$ cat src/rtl/frt_pkg.sv
package frt_pkg;
   // Register byte addresses
   localparam logic [7:0] ADDR_CNT_HIGH = 8'h00;
   localparam logic [7:0] ADDR_CNT_LOW = 8'h04;
   localparam logic [7:0] ADDR_ALT_HIGH = 8'h08;
   localparam logic [7:0] ADDR_ALT_LOW = 8'h0C;
   localparam logic [7:0] ADDR_CTRL_ONE = 8'h10;
   localparam logic [7:0] ADDR_CTRL_TWO = 8'h14;
   localparam logic [7:0] ADDR_STATUS = 8'h18;
   // Field positions
   localparam int CTRL_ONE_OVF_IE_BIT = 5;
   localparam int CTRL_TWO_CC_LSB = 2;
   localparam int CTRL_TWO_EDGE_BIT = 0;
   localparam int STATUS_OVF_BIT = 5;
   // Reset and special values
   localparam logic [15:0] CNT_RESET = 16'hFFFC;
   localparam logic [15:0] CNT_MAX = 16'hFFFF;
   localparam logic [1:0] CC_DIV4 = 2'h0;
   localparam logic [1:0] CC_DIV2 = 2'h1;
   localparam logic [1:0] CC_DIV8 = 2'h2;
   localparam logic [1:0] CC_EXT = 2'h3;
   localparam logic [1:0] RESP_OKAY = 2'h0;
   localparam logic [1:0] RESP_SLVERR = 2'h2;
   // Read sequence states
   typedef enum logic [0:0] {
      FRT_SEQ_IDLE = 1'b0,
      FRT_SEQ_HELD = 1'b1
   } frt_seq_t;
   // Control fields
   typedef struct packed {
      logic ovf_ie;
      logic [1:0] clk_sel;
      logic edge_rise;
   } frt_ctrl_t;
endpackage

$ cat src/rtl/frt_timer.sv
// Our own choices: register access over AXI4-Lite and the address map.
`timescale 1ns/1ps
// Notes on behaviour
// - Sixteen-bit up-counter advances on each selected timer tick, read as two bytes.
// - Primary and alternate views always show the same count.
// - Clock select code 11 takes ticks from the external clock pin.
// - Full wrap takes 131072, 262144 or 524288 CPU cycles.
// - Writing either low byte forces the counter to FFFC.
// - Reset and pulse modes start the count at FFFC, the only load value.
// - High byte read first captures the low byte into a holding buffer.
// - Held low byte stays fixed until the low byte is read.
// - Low byte read outside a sequence returns the live low byte.
// - Rollover FFFF to 0000 sets the overflow flag.
// - Overflow requests interrupt only with enable set and global mask clear.
// - Flag clears after status read with flag set, then primary low access.
// - Alternate low byte accesses never clear the overflow flag.
// - Counter keeps running in wait state.
// - Halt freezes the count; reset wake restarts from reset count.
// - Edge select picks rising or falling external clock transitions.
// - Counter updates are aligned to the CPU clock.
// - Unbonded timer inputs read as one.
module frt_timer #(
   parameter bit EXT_CLK_BONDED = 1'b1
) (
   // Clock and reset
   input wire logic clk_i,
   input wire logic rst_b_i,
   // AXI4-Lite write
   input wire logic [7:0] s_axi_awaddr_i,
   input wire logic s_axi_awvalid_i,
   output logic s_axi_awready_o,
   input wire logic [31:0] s_axi_wdata_i,
   input wire logic [3:0] s_axi_wstrb_i,
   input wire logic s_axi_wvalid_i,
   output logic s_axi_wready_o,
   output logic [1:0] s_axi_bresp_o,
   output logic s_axi_bvalid_o,
   input wire logic s_axi_bready_i,
   // AXI4-Lite read
   input wire logic [7:0] s_axi_araddr_i,
   input wire logic s_axi_arvalid_i,
   output logic s_axi_arready_o,
   output logic [31:0] s_axi_rdata_o,
   output logic [1:0] s_axi_rresp_o,
   output logic s_axi_rvalid_o,
   input wire logic s_axi_rready_i,
   // Timer pins and system state
   input wire logic external_clock_pin_i,
   input wire logic cpu_int_mask_i,
   input wire logic halt_i,
   input wire logic pulse_mode_reload_i,
   output logic ovf_irq_o
);
   logic [15:0] cnt_reg, cnt_next;
   logic [7:0] held_low_reg, held_low_next;
   frt_pkg::frt_seq_t seq_reg, seq_next;
   frt_pkg::frt_ctrl_t ctrl_reg, ctrl_next;
   logic ovf_reg, ovf_next;
   logic ovf_armed_reg, ovf_armed_next;
   logic irq_reg, irq_next;
   logic [2:0] pre_reg, pre_next;
   logic ext_prev_reg, ext_prev_next;
   logic aw_got_reg, aw_got_next;
   logic w_got_reg, w_got_next;
   logic [7:0] waddr_reg, waddr_next;
   logic [31:0] wdata_reg, wdata_next;
   logic wlane0_reg, wlane0_next;
   logic bvalid_reg, bvalid_next;
   logic [1:0] bresp_reg, bresp_next;
   logic rvalid_reg, rvalid_next;
   logic [31:0] rdata_reg, rdata_next;
   logic [1:0] rresp_reg, rresp_next;
   logic awready_reg, awready_next;
   logic wready_reg, wready_next;
   logic arready_reg, arready_next;
   logic ext_level;
   logic tick;
   logic wr_fire;
   logic rd_fire;
   logic ext_edge;

   // Unbonded pin reads high and so never produces an edge
   assign ext_level = EXT_CLK_BONDED ? external_clock_pin_i : 1'b1;
   assign wr_fire = aw_got_reg && w_got_reg && !bvalid_reg;
   assign rd_fire = s_axi_arvalid_i && !rvalid_reg;

   // Prescaler and tick selection
   always_comb begin
      pre_next = pre_reg + 3'h1;
      ext_prev_next = ext_level;
      // Pin is taken synchronous; the source keeps edges seven CPU edges apart
      ext_edge = ctrl_reg.edge_rise ? (ext_level && !ext_prev_reg)
                                    : (!ext_level && ext_prev_reg);
      unique case (ctrl_reg.clk_sel)
         frt_pkg::CC_DIV4: begin
            tick = pre_reg[1:0] == 2'h3;
         end
         frt_pkg::CC_DIV2: begin
            tick = pre_reg[0];
         end
         frt_pkg::CC_DIV8: begin
            tick = pre_reg == 3'h7;
         end
         frt_pkg::CC_EXT: begin
            // Prescaler keeps running so a return to internal clocking is seamless
            tick = ext_edge;
         end
      endcase
      if (halt_i) begin
         tick = 1'b0;
         pre_next = pre_reg;
      end
   end

   // Counter, read buffer and overflow flag
   always_comb begin
      logic hi_rd, lo_rd, lo_acc, st_rd;
      hi_rd = 1'b0;
      lo_rd = 1'b0;
      lo_acc = 1'b0;
      st_rd = 1'b0;
      cnt_next = cnt_reg;
      held_low_next = held_low_reg;
      seq_next = seq_reg;
      ovf_next = ovf_reg;
      ovf_armed_next = ovf_armed_reg;
      if (rd_fire) begin
         hi_rd = s_axi_araddr_i == frt_pkg::ADDR_CNT_HIGH
                 || s_axi_araddr_i == frt_pkg::ADDR_ALT_HIGH;
         lo_rd = s_axi_araddr_i == frt_pkg::ADDR_CNT_LOW
                 || s_axi_araddr_i == frt_pkg::ADDR_ALT_LOW;
         lo_acc = s_axi_araddr_i == frt_pkg::ADDR_CNT_LOW;
         st_rd = s_axi_araddr_i == frt_pkg::ADDR_STATUS;
      end
      if (wr_fire && waddr_reg == frt_pkg::ADDR_CNT_LOW) begin
         lo_acc = 1'b1;
      end
      if (tick) begin
         cnt_next = cnt_reg + 16'h0001;
      end
      if (pulse_mode_reload_i || (wr_fire && wlane0_reg
          && (waddr_reg == frt_pkg::ADDR_CNT_LOW || waddr_reg == frt_pkg::ADDR_ALT_LOW))) begin
         cnt_next = frt_pkg::CNT_RESET;
      end
      if (hi_rd && seq_reg == frt_pkg::FRT_SEQ_IDLE) begin
         held_low_next = cnt_reg[7:0];
         seq_next = frt_pkg::FRT_SEQ_HELD;
      end else if (lo_rd) begin
         seq_next = frt_pkg::FRT_SEQ_IDLE;
      end
      if (st_rd && ovf_reg) begin
         ovf_armed_next = 1'b1;
      end
      if (lo_acc && ovf_armed_reg) begin
         ovf_next = 1'b0;
         ovf_armed_next = 1'b0;
      end
      // Set wins over a clear in the same cycle
      if (tick && cnt_reg == frt_pkg::CNT_MAX) begin
         ovf_next = 1'b1;
      end
   end

   // Interrupt request
   always_comb begin
      // Built from the next flag value so the request never lags the flag
      irq_next = ovf_next && ctrl_reg.ovf_ie && !cpu_int_mask_i;
   end

   // AXI4-Lite slave
   always_comb begin
      logic [7:0] raddr;
      raddr = s_axi_araddr_i;
      aw_got_next = aw_got_reg;
      w_got_next = w_got_reg;
      waddr_next = waddr_reg;
      wdata_next = wdata_reg;
      wlane0_next = wlane0_reg;
      bvalid_next = bvalid_reg;
      bresp_next = bresp_reg;
      rvalid_next = rvalid_reg;
      rdata_next = rdata_reg;
      rresp_next = rresp_reg;
      ctrl_next = ctrl_reg;
      if (s_axi_awvalid_i && !aw_got_reg) begin
         aw_got_next = 1'b1;
         waddr_next = s_axi_awaddr_i;
      end
      if (s_axi_wvalid_i && !w_got_reg) begin
         w_got_next = 1'b1;
         wdata_next = s_axi_wdata_i;
         wlane0_next = s_axi_wstrb_i[0];
      end
      if (wr_fire) begin
         aw_got_next = 1'b0;
         w_got_next = 1'b0;
         bvalid_next = 1'b1;
         bresp_next = frt_pkg::RESP_OKAY;
         unique case (waddr_reg)
            frt_pkg::ADDR_CTRL_ONE: begin
               if (wlane0_reg) begin
                  ctrl_next.ovf_ie = wdata_reg[frt_pkg::CTRL_ONE_OVF_IE_BIT];
               end
            end
            frt_pkg::ADDR_CTRL_TWO: begin
               if (wlane0_reg) begin
                  ctrl_next.clk_sel = wdata_reg[frt_pkg::CTRL_TWO_CC_LSB +: 2];
                  ctrl_next.edge_rise = wdata_reg[frt_pkg::CTRL_TWO_EDGE_BIT];
               end
            end
            frt_pkg::ADDR_CNT_LOW, frt_pkg::ADDR_ALT_LOW: begin
            end
            // Counter high bytes and status are read-only
            default: bresp_next = frt_pkg::RESP_SLVERR;
         endcase
      end else if (bvalid_reg && s_axi_bready_i) begin
         bvalid_next = 1'b0;
      end
      if (rd_fire) begin
         rvalid_next = 1'b1;
         rdata_next = 32'h0000_0000;
         rresp_next = frt_pkg::RESP_OKAY;
         unique case (raddr)
            frt_pkg::ADDR_CNT_HIGH, frt_pkg::ADDR_ALT_HIGH: begin
               rdata_next[7:0] = cnt_reg[15:8];
            end
            frt_pkg::ADDR_CNT_LOW, frt_pkg::ADDR_ALT_LOW: begin
               rdata_next[7:0] = (seq_reg == frt_pkg::FRT_SEQ_HELD) ? held_low_reg
                                                                     : cnt_reg[7:0];
            end
            frt_pkg::ADDR_CTRL_ONE: begin
               rdata_next[frt_pkg::CTRL_ONE_OVF_IE_BIT] = ctrl_reg.ovf_ie;
            end
            frt_pkg::ADDR_CTRL_TWO: begin
               rdata_next[frt_pkg::CTRL_TWO_CC_LSB +: 2] = ctrl_reg.clk_sel;
               rdata_next[frt_pkg::CTRL_TWO_EDGE_BIT] = ctrl_reg.edge_rise;
            end
            frt_pkg::ADDR_STATUS: begin
               rdata_next[frt_pkg::STATUS_OVF_BIT] = ovf_reg;
            end
            default: rresp_next = frt_pkg::RESP_SLVERR;
         endcase
      end else if (rvalid_reg && s_axi_rready_i) begin
         rvalid_next = 1'b0;
      end
      // Ready is offered while the channel's holding slot is empty
      awready_next = !aw_got_next;
      wready_next = !w_got_next;
      arready_next = !rvalid_next;
   end

   // Prescaler and pin history
   always_ff @(posedge clk_i or negedge rst_b_i) begin
      if (!rst_b_i) begin
         pre_reg <= 3'h0;
         // Idle level of an unbonded pin, so reset leaves no false edge
         ext_prev_reg <= 1'b1;
      end else begin
         pre_reg <= pre_next;
         ext_prev_reg <= ext_prev_next;
      end
   end

   // Counter and read buffer
   always_ff @(posedge clk_i or negedge rst_b_i) begin
      if (!rst_b_i) begin
         cnt_reg <= frt_pkg::CNT_RESET;
         held_low_reg <= 8'h00;
         seq_reg <= frt_pkg::FRT_SEQ_IDLE;
      end else begin
         cnt_reg <= cnt_next;
         held_low_reg <= held_low_next;
         seq_reg <= seq_next;
      end
   end

   // Overflow flag and request
   always_ff @(posedge clk_i or negedge rst_b_i) begin
      if (!rst_b_i) begin
         ovf_reg <= 1'b0;
         ovf_armed_reg <= 1'b0;
         irq_reg <= 1'b0;
      end else begin
         ovf_reg <= ovf_next;
         ovf_armed_reg <= ovf_armed_next;
         irq_reg <= irq_next;
      end
   end

   // Write channels and control fields
   always_ff @(posedge clk_i or negedge rst_b_i) begin
      if (!rst_b_i) begin
         ctrl_reg <= '0;
         aw_got_reg <= 1'b0;
         w_got_reg <= 1'b0;
         waddr_reg <= 8'h00;
         wdata_reg <= 32'h0000_0000;
         wlane0_reg <= 1'b0;
         bvalid_reg <= 1'b0;
         bresp_reg <= 2'h0;
         awready_reg <= 1'b1;
         wready_reg <= 1'b1;
      end else begin
         ctrl_reg <= ctrl_next;
         aw_got_reg <= aw_got_next;
         w_got_reg <= w_got_next;
         waddr_reg <= waddr_next;
         wdata_reg <= wdata_next;
         wlane0_reg <= wlane0_next;
         bvalid_reg <= bvalid_next;
         bresp_reg <= bresp_next;
         awready_reg <= awready_next;
         wready_reg <= wready_next;
      end
   end

   // Read channels
   always_ff @(posedge clk_i or negedge rst_b_i) begin
      if (!rst_b_i) begin
         rvalid_reg <= 1'b0;
         rdata_reg <= 32'h0000_0000;
         rresp_reg <= 2'h0;
         arready_reg <= 1'b1;
      end else begin
         rvalid_reg <= rvalid_next;
         rdata_reg <= rdata_next;
         rresp_reg <= rresp_next;
         arready_reg <= arready_next;
      end
   end

   // Every output is a flip-flop, so no bus path runs through gates here
   assign s_axi_awready_o = awready_reg;
   assign s_axi_wready_o = wready_reg;
   assign s_axi_arready_o = arready_reg;
   assign s_axi_bvalid_o = bvalid_reg;
   assign s_axi_bresp_o = bresp_reg;
   assign s_axi_rvalid_o = rvalid_reg;
   assign s_axi_rdata_o = rdata_reg;
   assign s_axi_rresp_o = rresp_reg;
   assign ovf_irq_o = irq_reg;
endmodule // frt_timer

$ cat config.mk
export PLATFORM = sky130hd
export DESIGN_NAME = frt_timer
export DESIGN_NICKNAME = d
export VERILOG_FILES = /design/src/rtl/frt_pkg.sv /design/src/rtl/frt_timer.sv
export SDC_FILE = /design/constraint.sdc
export NUM_CORES = 1
export LEC_CHECK = 0
export BUFFER_PORTS_ARGS = -buffer_cell sky130_fd_sc_hd__buf_2
export CAP_MARGIN = 20
export CORE_MARGIN = 5
export CORE_UTILIZATION = 45
export DETAILED_ROUTE_END_ITERATION = 16
export PLACE_DENSITY_LB_ADDON = 0.1
export SYNTH_ARGS = -nofsm -noshare
export SYNTH_HDL_FRONTEND = slang
export SYNTH_SLANG_ARGS = --single-unit
export TNS_END_PERCENT = 10
$ cat constraint.sdc
create_clock -name clk_i -period 2.1 [get_ports clk_i]
set_input_delay 0.105 -clock clk_i [delete_from_list [all_inputs] [get_ports clk_i]]
set_output_delay 0.105 -clock clk_i [all_outputs]
set_load 0.01 [all_outputs]
[After elaboration in Yosys (flattened, before gate mapping)]
Cells that the tools add are included.
Widths: inputs -> output; s select.
Storage, ports and cells
  register bits: 70
  logic and storage cells: 120
  output and inout port bits: 42
Cells by class
  add/sub/neg operators: 2
  equal/unequal tests: 16
  bitwise logic cells: 1
  reduce and logical (&&, ||, !) cells: 44
  mux-type cells: 33
Operators by type and width (number)
  $eq 8x5->1 const B: 5
  $mux 16: 2
  $eq 8x4->1 const B: 3
  $mux 1: 21
  $logic_and 1x1->1: 18
  $add 16x1->16 const B: 1
  $eq 16x16->1 const B: 1
  $eq 8x3->1 const B: 2
  $logic_not 1->1: 10
  $logic_not 8->1: 1
  $mux 8: 1
  $pmux 1 s4: 2
  $reduce_bool 2->1: 4
  $reduce_or 7->1: 1
  $eq 2x2->1 const B: 3
  $pmux 2 s3: 1
  $reduce_and 3->1: 2
  $logic_or 1x1->1: 4
  $mux 2: 2
  $pmux 1 s2: 2
  $pmux 2 s2: 1
  $reduce_or 2->1: 2
  $reduce_or 4->1: 1
  $add 3x1->3 const B: 1
  5 further kinds: 5

[Depth between registers and ports, before layout]
  depth in word-level cells: 9
  depth in mapped cells: 6

[Worst setup path before layout]
No wires, ideal clock.
  path kind: flip-flop to flip-flop
  start point: register waddr_reg[0]
  end point: register ctrl_reg[0] (netlist bit)
  path slack: 0.149 ns
  path buffers: 0
  period minus slack after synthesis: 1.951 ns
  data arrival time: 1.826 ns
  library setup time: 0.125 ns
  cell stages (with the launch flop): 5
  path through: dfrtp_1 > or4_4 > or2_4 > nor4_4 > mux2_4
On the way
  longest elaborated chain between the ends: 2
Ends and longest elaborated chain
  start: declaration: line frt_timer.sv:65  | logic [7:0] waddr_reg, waddr_next;
  start signal: assignment: line frt_timer.sv:307  | waddr_reg <= waddr_next;
  $eq 8x5->1: line frt_timer.sv:199  | unique case (waddr_reg)
  $reduce_and 3->1 (no line)
  end signal: assignment: line frt_timer.sv:304  | ctrl_reg <= ctrl_next;
  end: declaration: line frt_timer.sv:57  | frt_pkg::frt_ctrl_t ctrl_reg, ctrl_next;
Every way passes these cells.
A chain may end at the register's enable or synchronous reset.

[Worst setup path after layout]
  start point: register waddr_reg[0]
  end point: register ctrl_reg[1] (netlist bit)
Same word-level chain as after synthesis.

==> run_results.csv <==
group,metric,value,unit
status,status,"complete, no violations",
finish,largest_reg_flops,16,
die,placementRows,32,
die,coreArea,7610,µm²
clock_tree,cts_setup_buffers,0,
clock_tree,tritoncts,"done",
setup_path,cp-start-kind,"flop",
setup_path,rr_endpoint,"ctrl_reg[1]$_DFFE_PN0P_",
setup_path,critPathMaxStageDelay,0.56,ns
pwr,power_density,887,nW/µm²
grt,grt_pass1_vias,2455,
clock_tree,htreeDepth,3,
die,start_util,45.5,%
route,dr.pass1.iters,4,
grt,met1_usage,21.3,%
timing,setup_tns,0,ns
grt,track_usage,16.1,%
flow_run,max-cap-violations,0,
place,numPortBuffers,47,
setup_path,worstSetupEndpointType,"flop",
grt,grt_pass1_wl,12.2,mm
timing,hold_viol,0,
synth,synth.avg_cell_area,10.8,µm²
route,drtIter0Drc,155,
timing,fmax,492,MHz
die,ios,105,
timing,rsz0062_at_grt,"no",
worst_hold_path,hold_start,"halt_i",
synth,synth_cell_types,58,
timing,period_needed,2.03,ns
finish,drive_gt1_share,29.2,%
setup_path,critPathMaxFanout,4,
die,die_height,97.7,µm
setup_path,cp.arrival,2.26,ns
setup_path,slowest_stage,"or4_4",
route,drt-total-wl,7.22,mm
synth,yosysWarnings,0,
place,dpl_cell_area,3760,µm²
grt,grt_max_degree,29,
clock_tree,clk_pin_slew,0.08,ns
timing,slew_headroom,57.3,%
finish,n_antenna_cell,0,
grt,globalRouteMet3Util,3.93,%
clock_tree,cts_buffers,9,
timing,setup_violations,0,
clock_tree,worstSkewPairLatency,0.34,ns
setup_path,reg2reg_depth,4,
pwr,cellLeakagePower,1.86,nW
timing,worst_pin_slew,0.640,ns
route,vias,2529,
synth,synth_edf_count,0,
synth,ys_async_sr_fraction,100,%
die,die_area,9550,µm²
timing,period_share,96.8,%
setup_path,r2r_start,"waddr_reg[0]$_DFFE_PN0P_",
synth,syn_area,3460,µm²
place,routabilityCongestion,0.778,
grt,gr-usage-met2,25.7,%
grt,grt-ovfl-total,0,
route,remaining_drc_errors,0,
synth,ys_ff_latch,66,
pwr,ir_drop,0.553,mV
setup_path,r2r_slack,0.07,ns
place,hpwl,5.27,mm
grt,antenna_found_initial,0,
setup_path,critPathKind,"reg2reg",
finish,final_cell_area,4160,µm²
worst_hold_path,hold_path.class,"in2reg",
timing,clock_skew,0.00769,ns
setup_path,crit_chain,"or4_4 > or2_4 > nor4_4 > mux2_4",
finish,area_growth,20.2,%
setup_path,required,2.32,ns
setup_path,startpoint,"waddr_reg[0]$_DFFE_PN0P_",
timing,drv_slew,0,
die,die_x,97.7,µm
synth,ys_seq_area_share,48.3,%
grt,busiest_layer,"met2",
setup_path,crit_end,"ctrl_reg[1]$_DFFE_PN0P_",
route,ant_nets,0,
clock_tree,cts-root-buf,"clkbuf_8",
clock_tree,clock_sinks,66,
synth,synthCells,321,
route,wl_per_cell,14.4,µm
route,via_per_inst,5.03,
finish,fin_nets,462,
clock_tree,clk_path_buf_depth,2,
synth,yosys_most_used_dff,"dfrtp_1",
kinds of logic after synthesis:
kind of cell / share of synthesized area (%)
AOI/OAI and AO/OA: 9.68
xor gates and xnor gates: 0.253
adders and majority gates: 1.08
buffers and inverters: 8.42
DFF: 48.3
muxes: 14.4
other: 0.108
and+or+nand+nor: 17.7
cells in the mapped netlist, types with 7 or more instances:
master,number,area (µm²)
mux2_1,9,101
buf_4,26,195
dfrtp_1,48,1200
mux2i_1,16,160
o21ai_1,9,45.0
nor2_1,16,60.1
mux2_2,17,191
clkbuf_1,10,37.5
nand3_1,11,55.1
nand2_1,21,78.8
inv_1,9,33.8
dfstp_2,18,473
a21oi_1,7,35.0
o21ai_0,15,75.1
metrics by stage:
stage / util [%] / power (mW) / hold WS (ns) / setup slack, ns / std cells
2_1_floorplan: - / 2.34 / -0.191 / 0.149 / 346
3_5_place_dp: 49.4 / 2.61 / 0.169 / 0.0705 / 467
6_report: 54.7 / 3.69 / 0.0283 / 0.0677 / 503
4_1_cts: 54.6 / 3.74 / 0.00165 / 0.0492 / 502
3_3_place_gp: 49.4 / 2.58 / 0.164 / 0.0770 / 467
5_1_grt: 54.7 / 3.93 / 0.0149 / 0.0160 / 503
layer usage:
metal / up-vias / part of all wire (%)
li1: 1262 / -
met1: 1194 / 46
met2: 64 / 48
met3: 9 / 4.9
met4: 0 / 1.5
met5: - / 0
where the power goes:
group | internal, mW | total (mW) | switching (mW)
logic | 0.431 | 0.835 | 0.405
registers | 1.56 | 1.78 | 0.220
clock network | 0.582 | 1.08 | 0.501
total | 2.57 | 3.69 | 1.13
what timing repair did:
action / 4_1_cts / 5_1_grt
resized for setup: 0 / 0
endpoints found under the hold margin: 34 / 1
hold buffers: 19 / 1
worst min path at each step:
stage / end / slack (ns) / depth (start not counted)
after floorplan: aw_got_reg$_DFF_PN0_ / -0.19 / 0
after global placement: held_low_reg[4]$_DFFE_PN0P_ / 0.16 / 1
after detailed placement: held_low_reg[2]$_DFFE_PN0P_ / 0.17 / 1
after CTS: waddr_reg[5]$_DFFE_PN0P_ / 0.002 / 2
after global routing: pre_reg[0]$_DFFE_PN0N_ / 0.01 / 2
final: pre_reg[0]$_DFFE_PN0N_ / 0.03 / 2
cells in the final DEF, fill, tap and decap left out, types with 9 or more instances in the layout:
cell and count:
mux2i_1 16, buf_2 47, dlygate4sd3_1 20, nand2_1 21
conb_1 26, mux2_1 9, nand3_1 11, buf_4 10
dfstp_2 18, o21ai_1 9, dfrtp_1 48, clkbuf_8 10
nor2_1 16, mux2_2 17, o21ai_0 15, inv_1 9
area by class of cell:
cell class	count	area, µm²
Clock buffer	10	138
Timing Repair Buffer	78	531
Clock inverter	6	65.1
Multi-Input combinational cell	231	1590
Tap cell	102	128
Inverter	10	37.5
Sequential cell	66	1670
Fill cell	696	3440
worst max-delay path, delay by kind of cell, from the launching register on:
| family | cells | cell delay [ns] |
|---|---|---|
| muxes | 1 | 0.33 |
| DFF | 1 | 0.38 |
| and+or+nand+nor | 3 | 1.21 |
(Power assumes the default switching activity.)
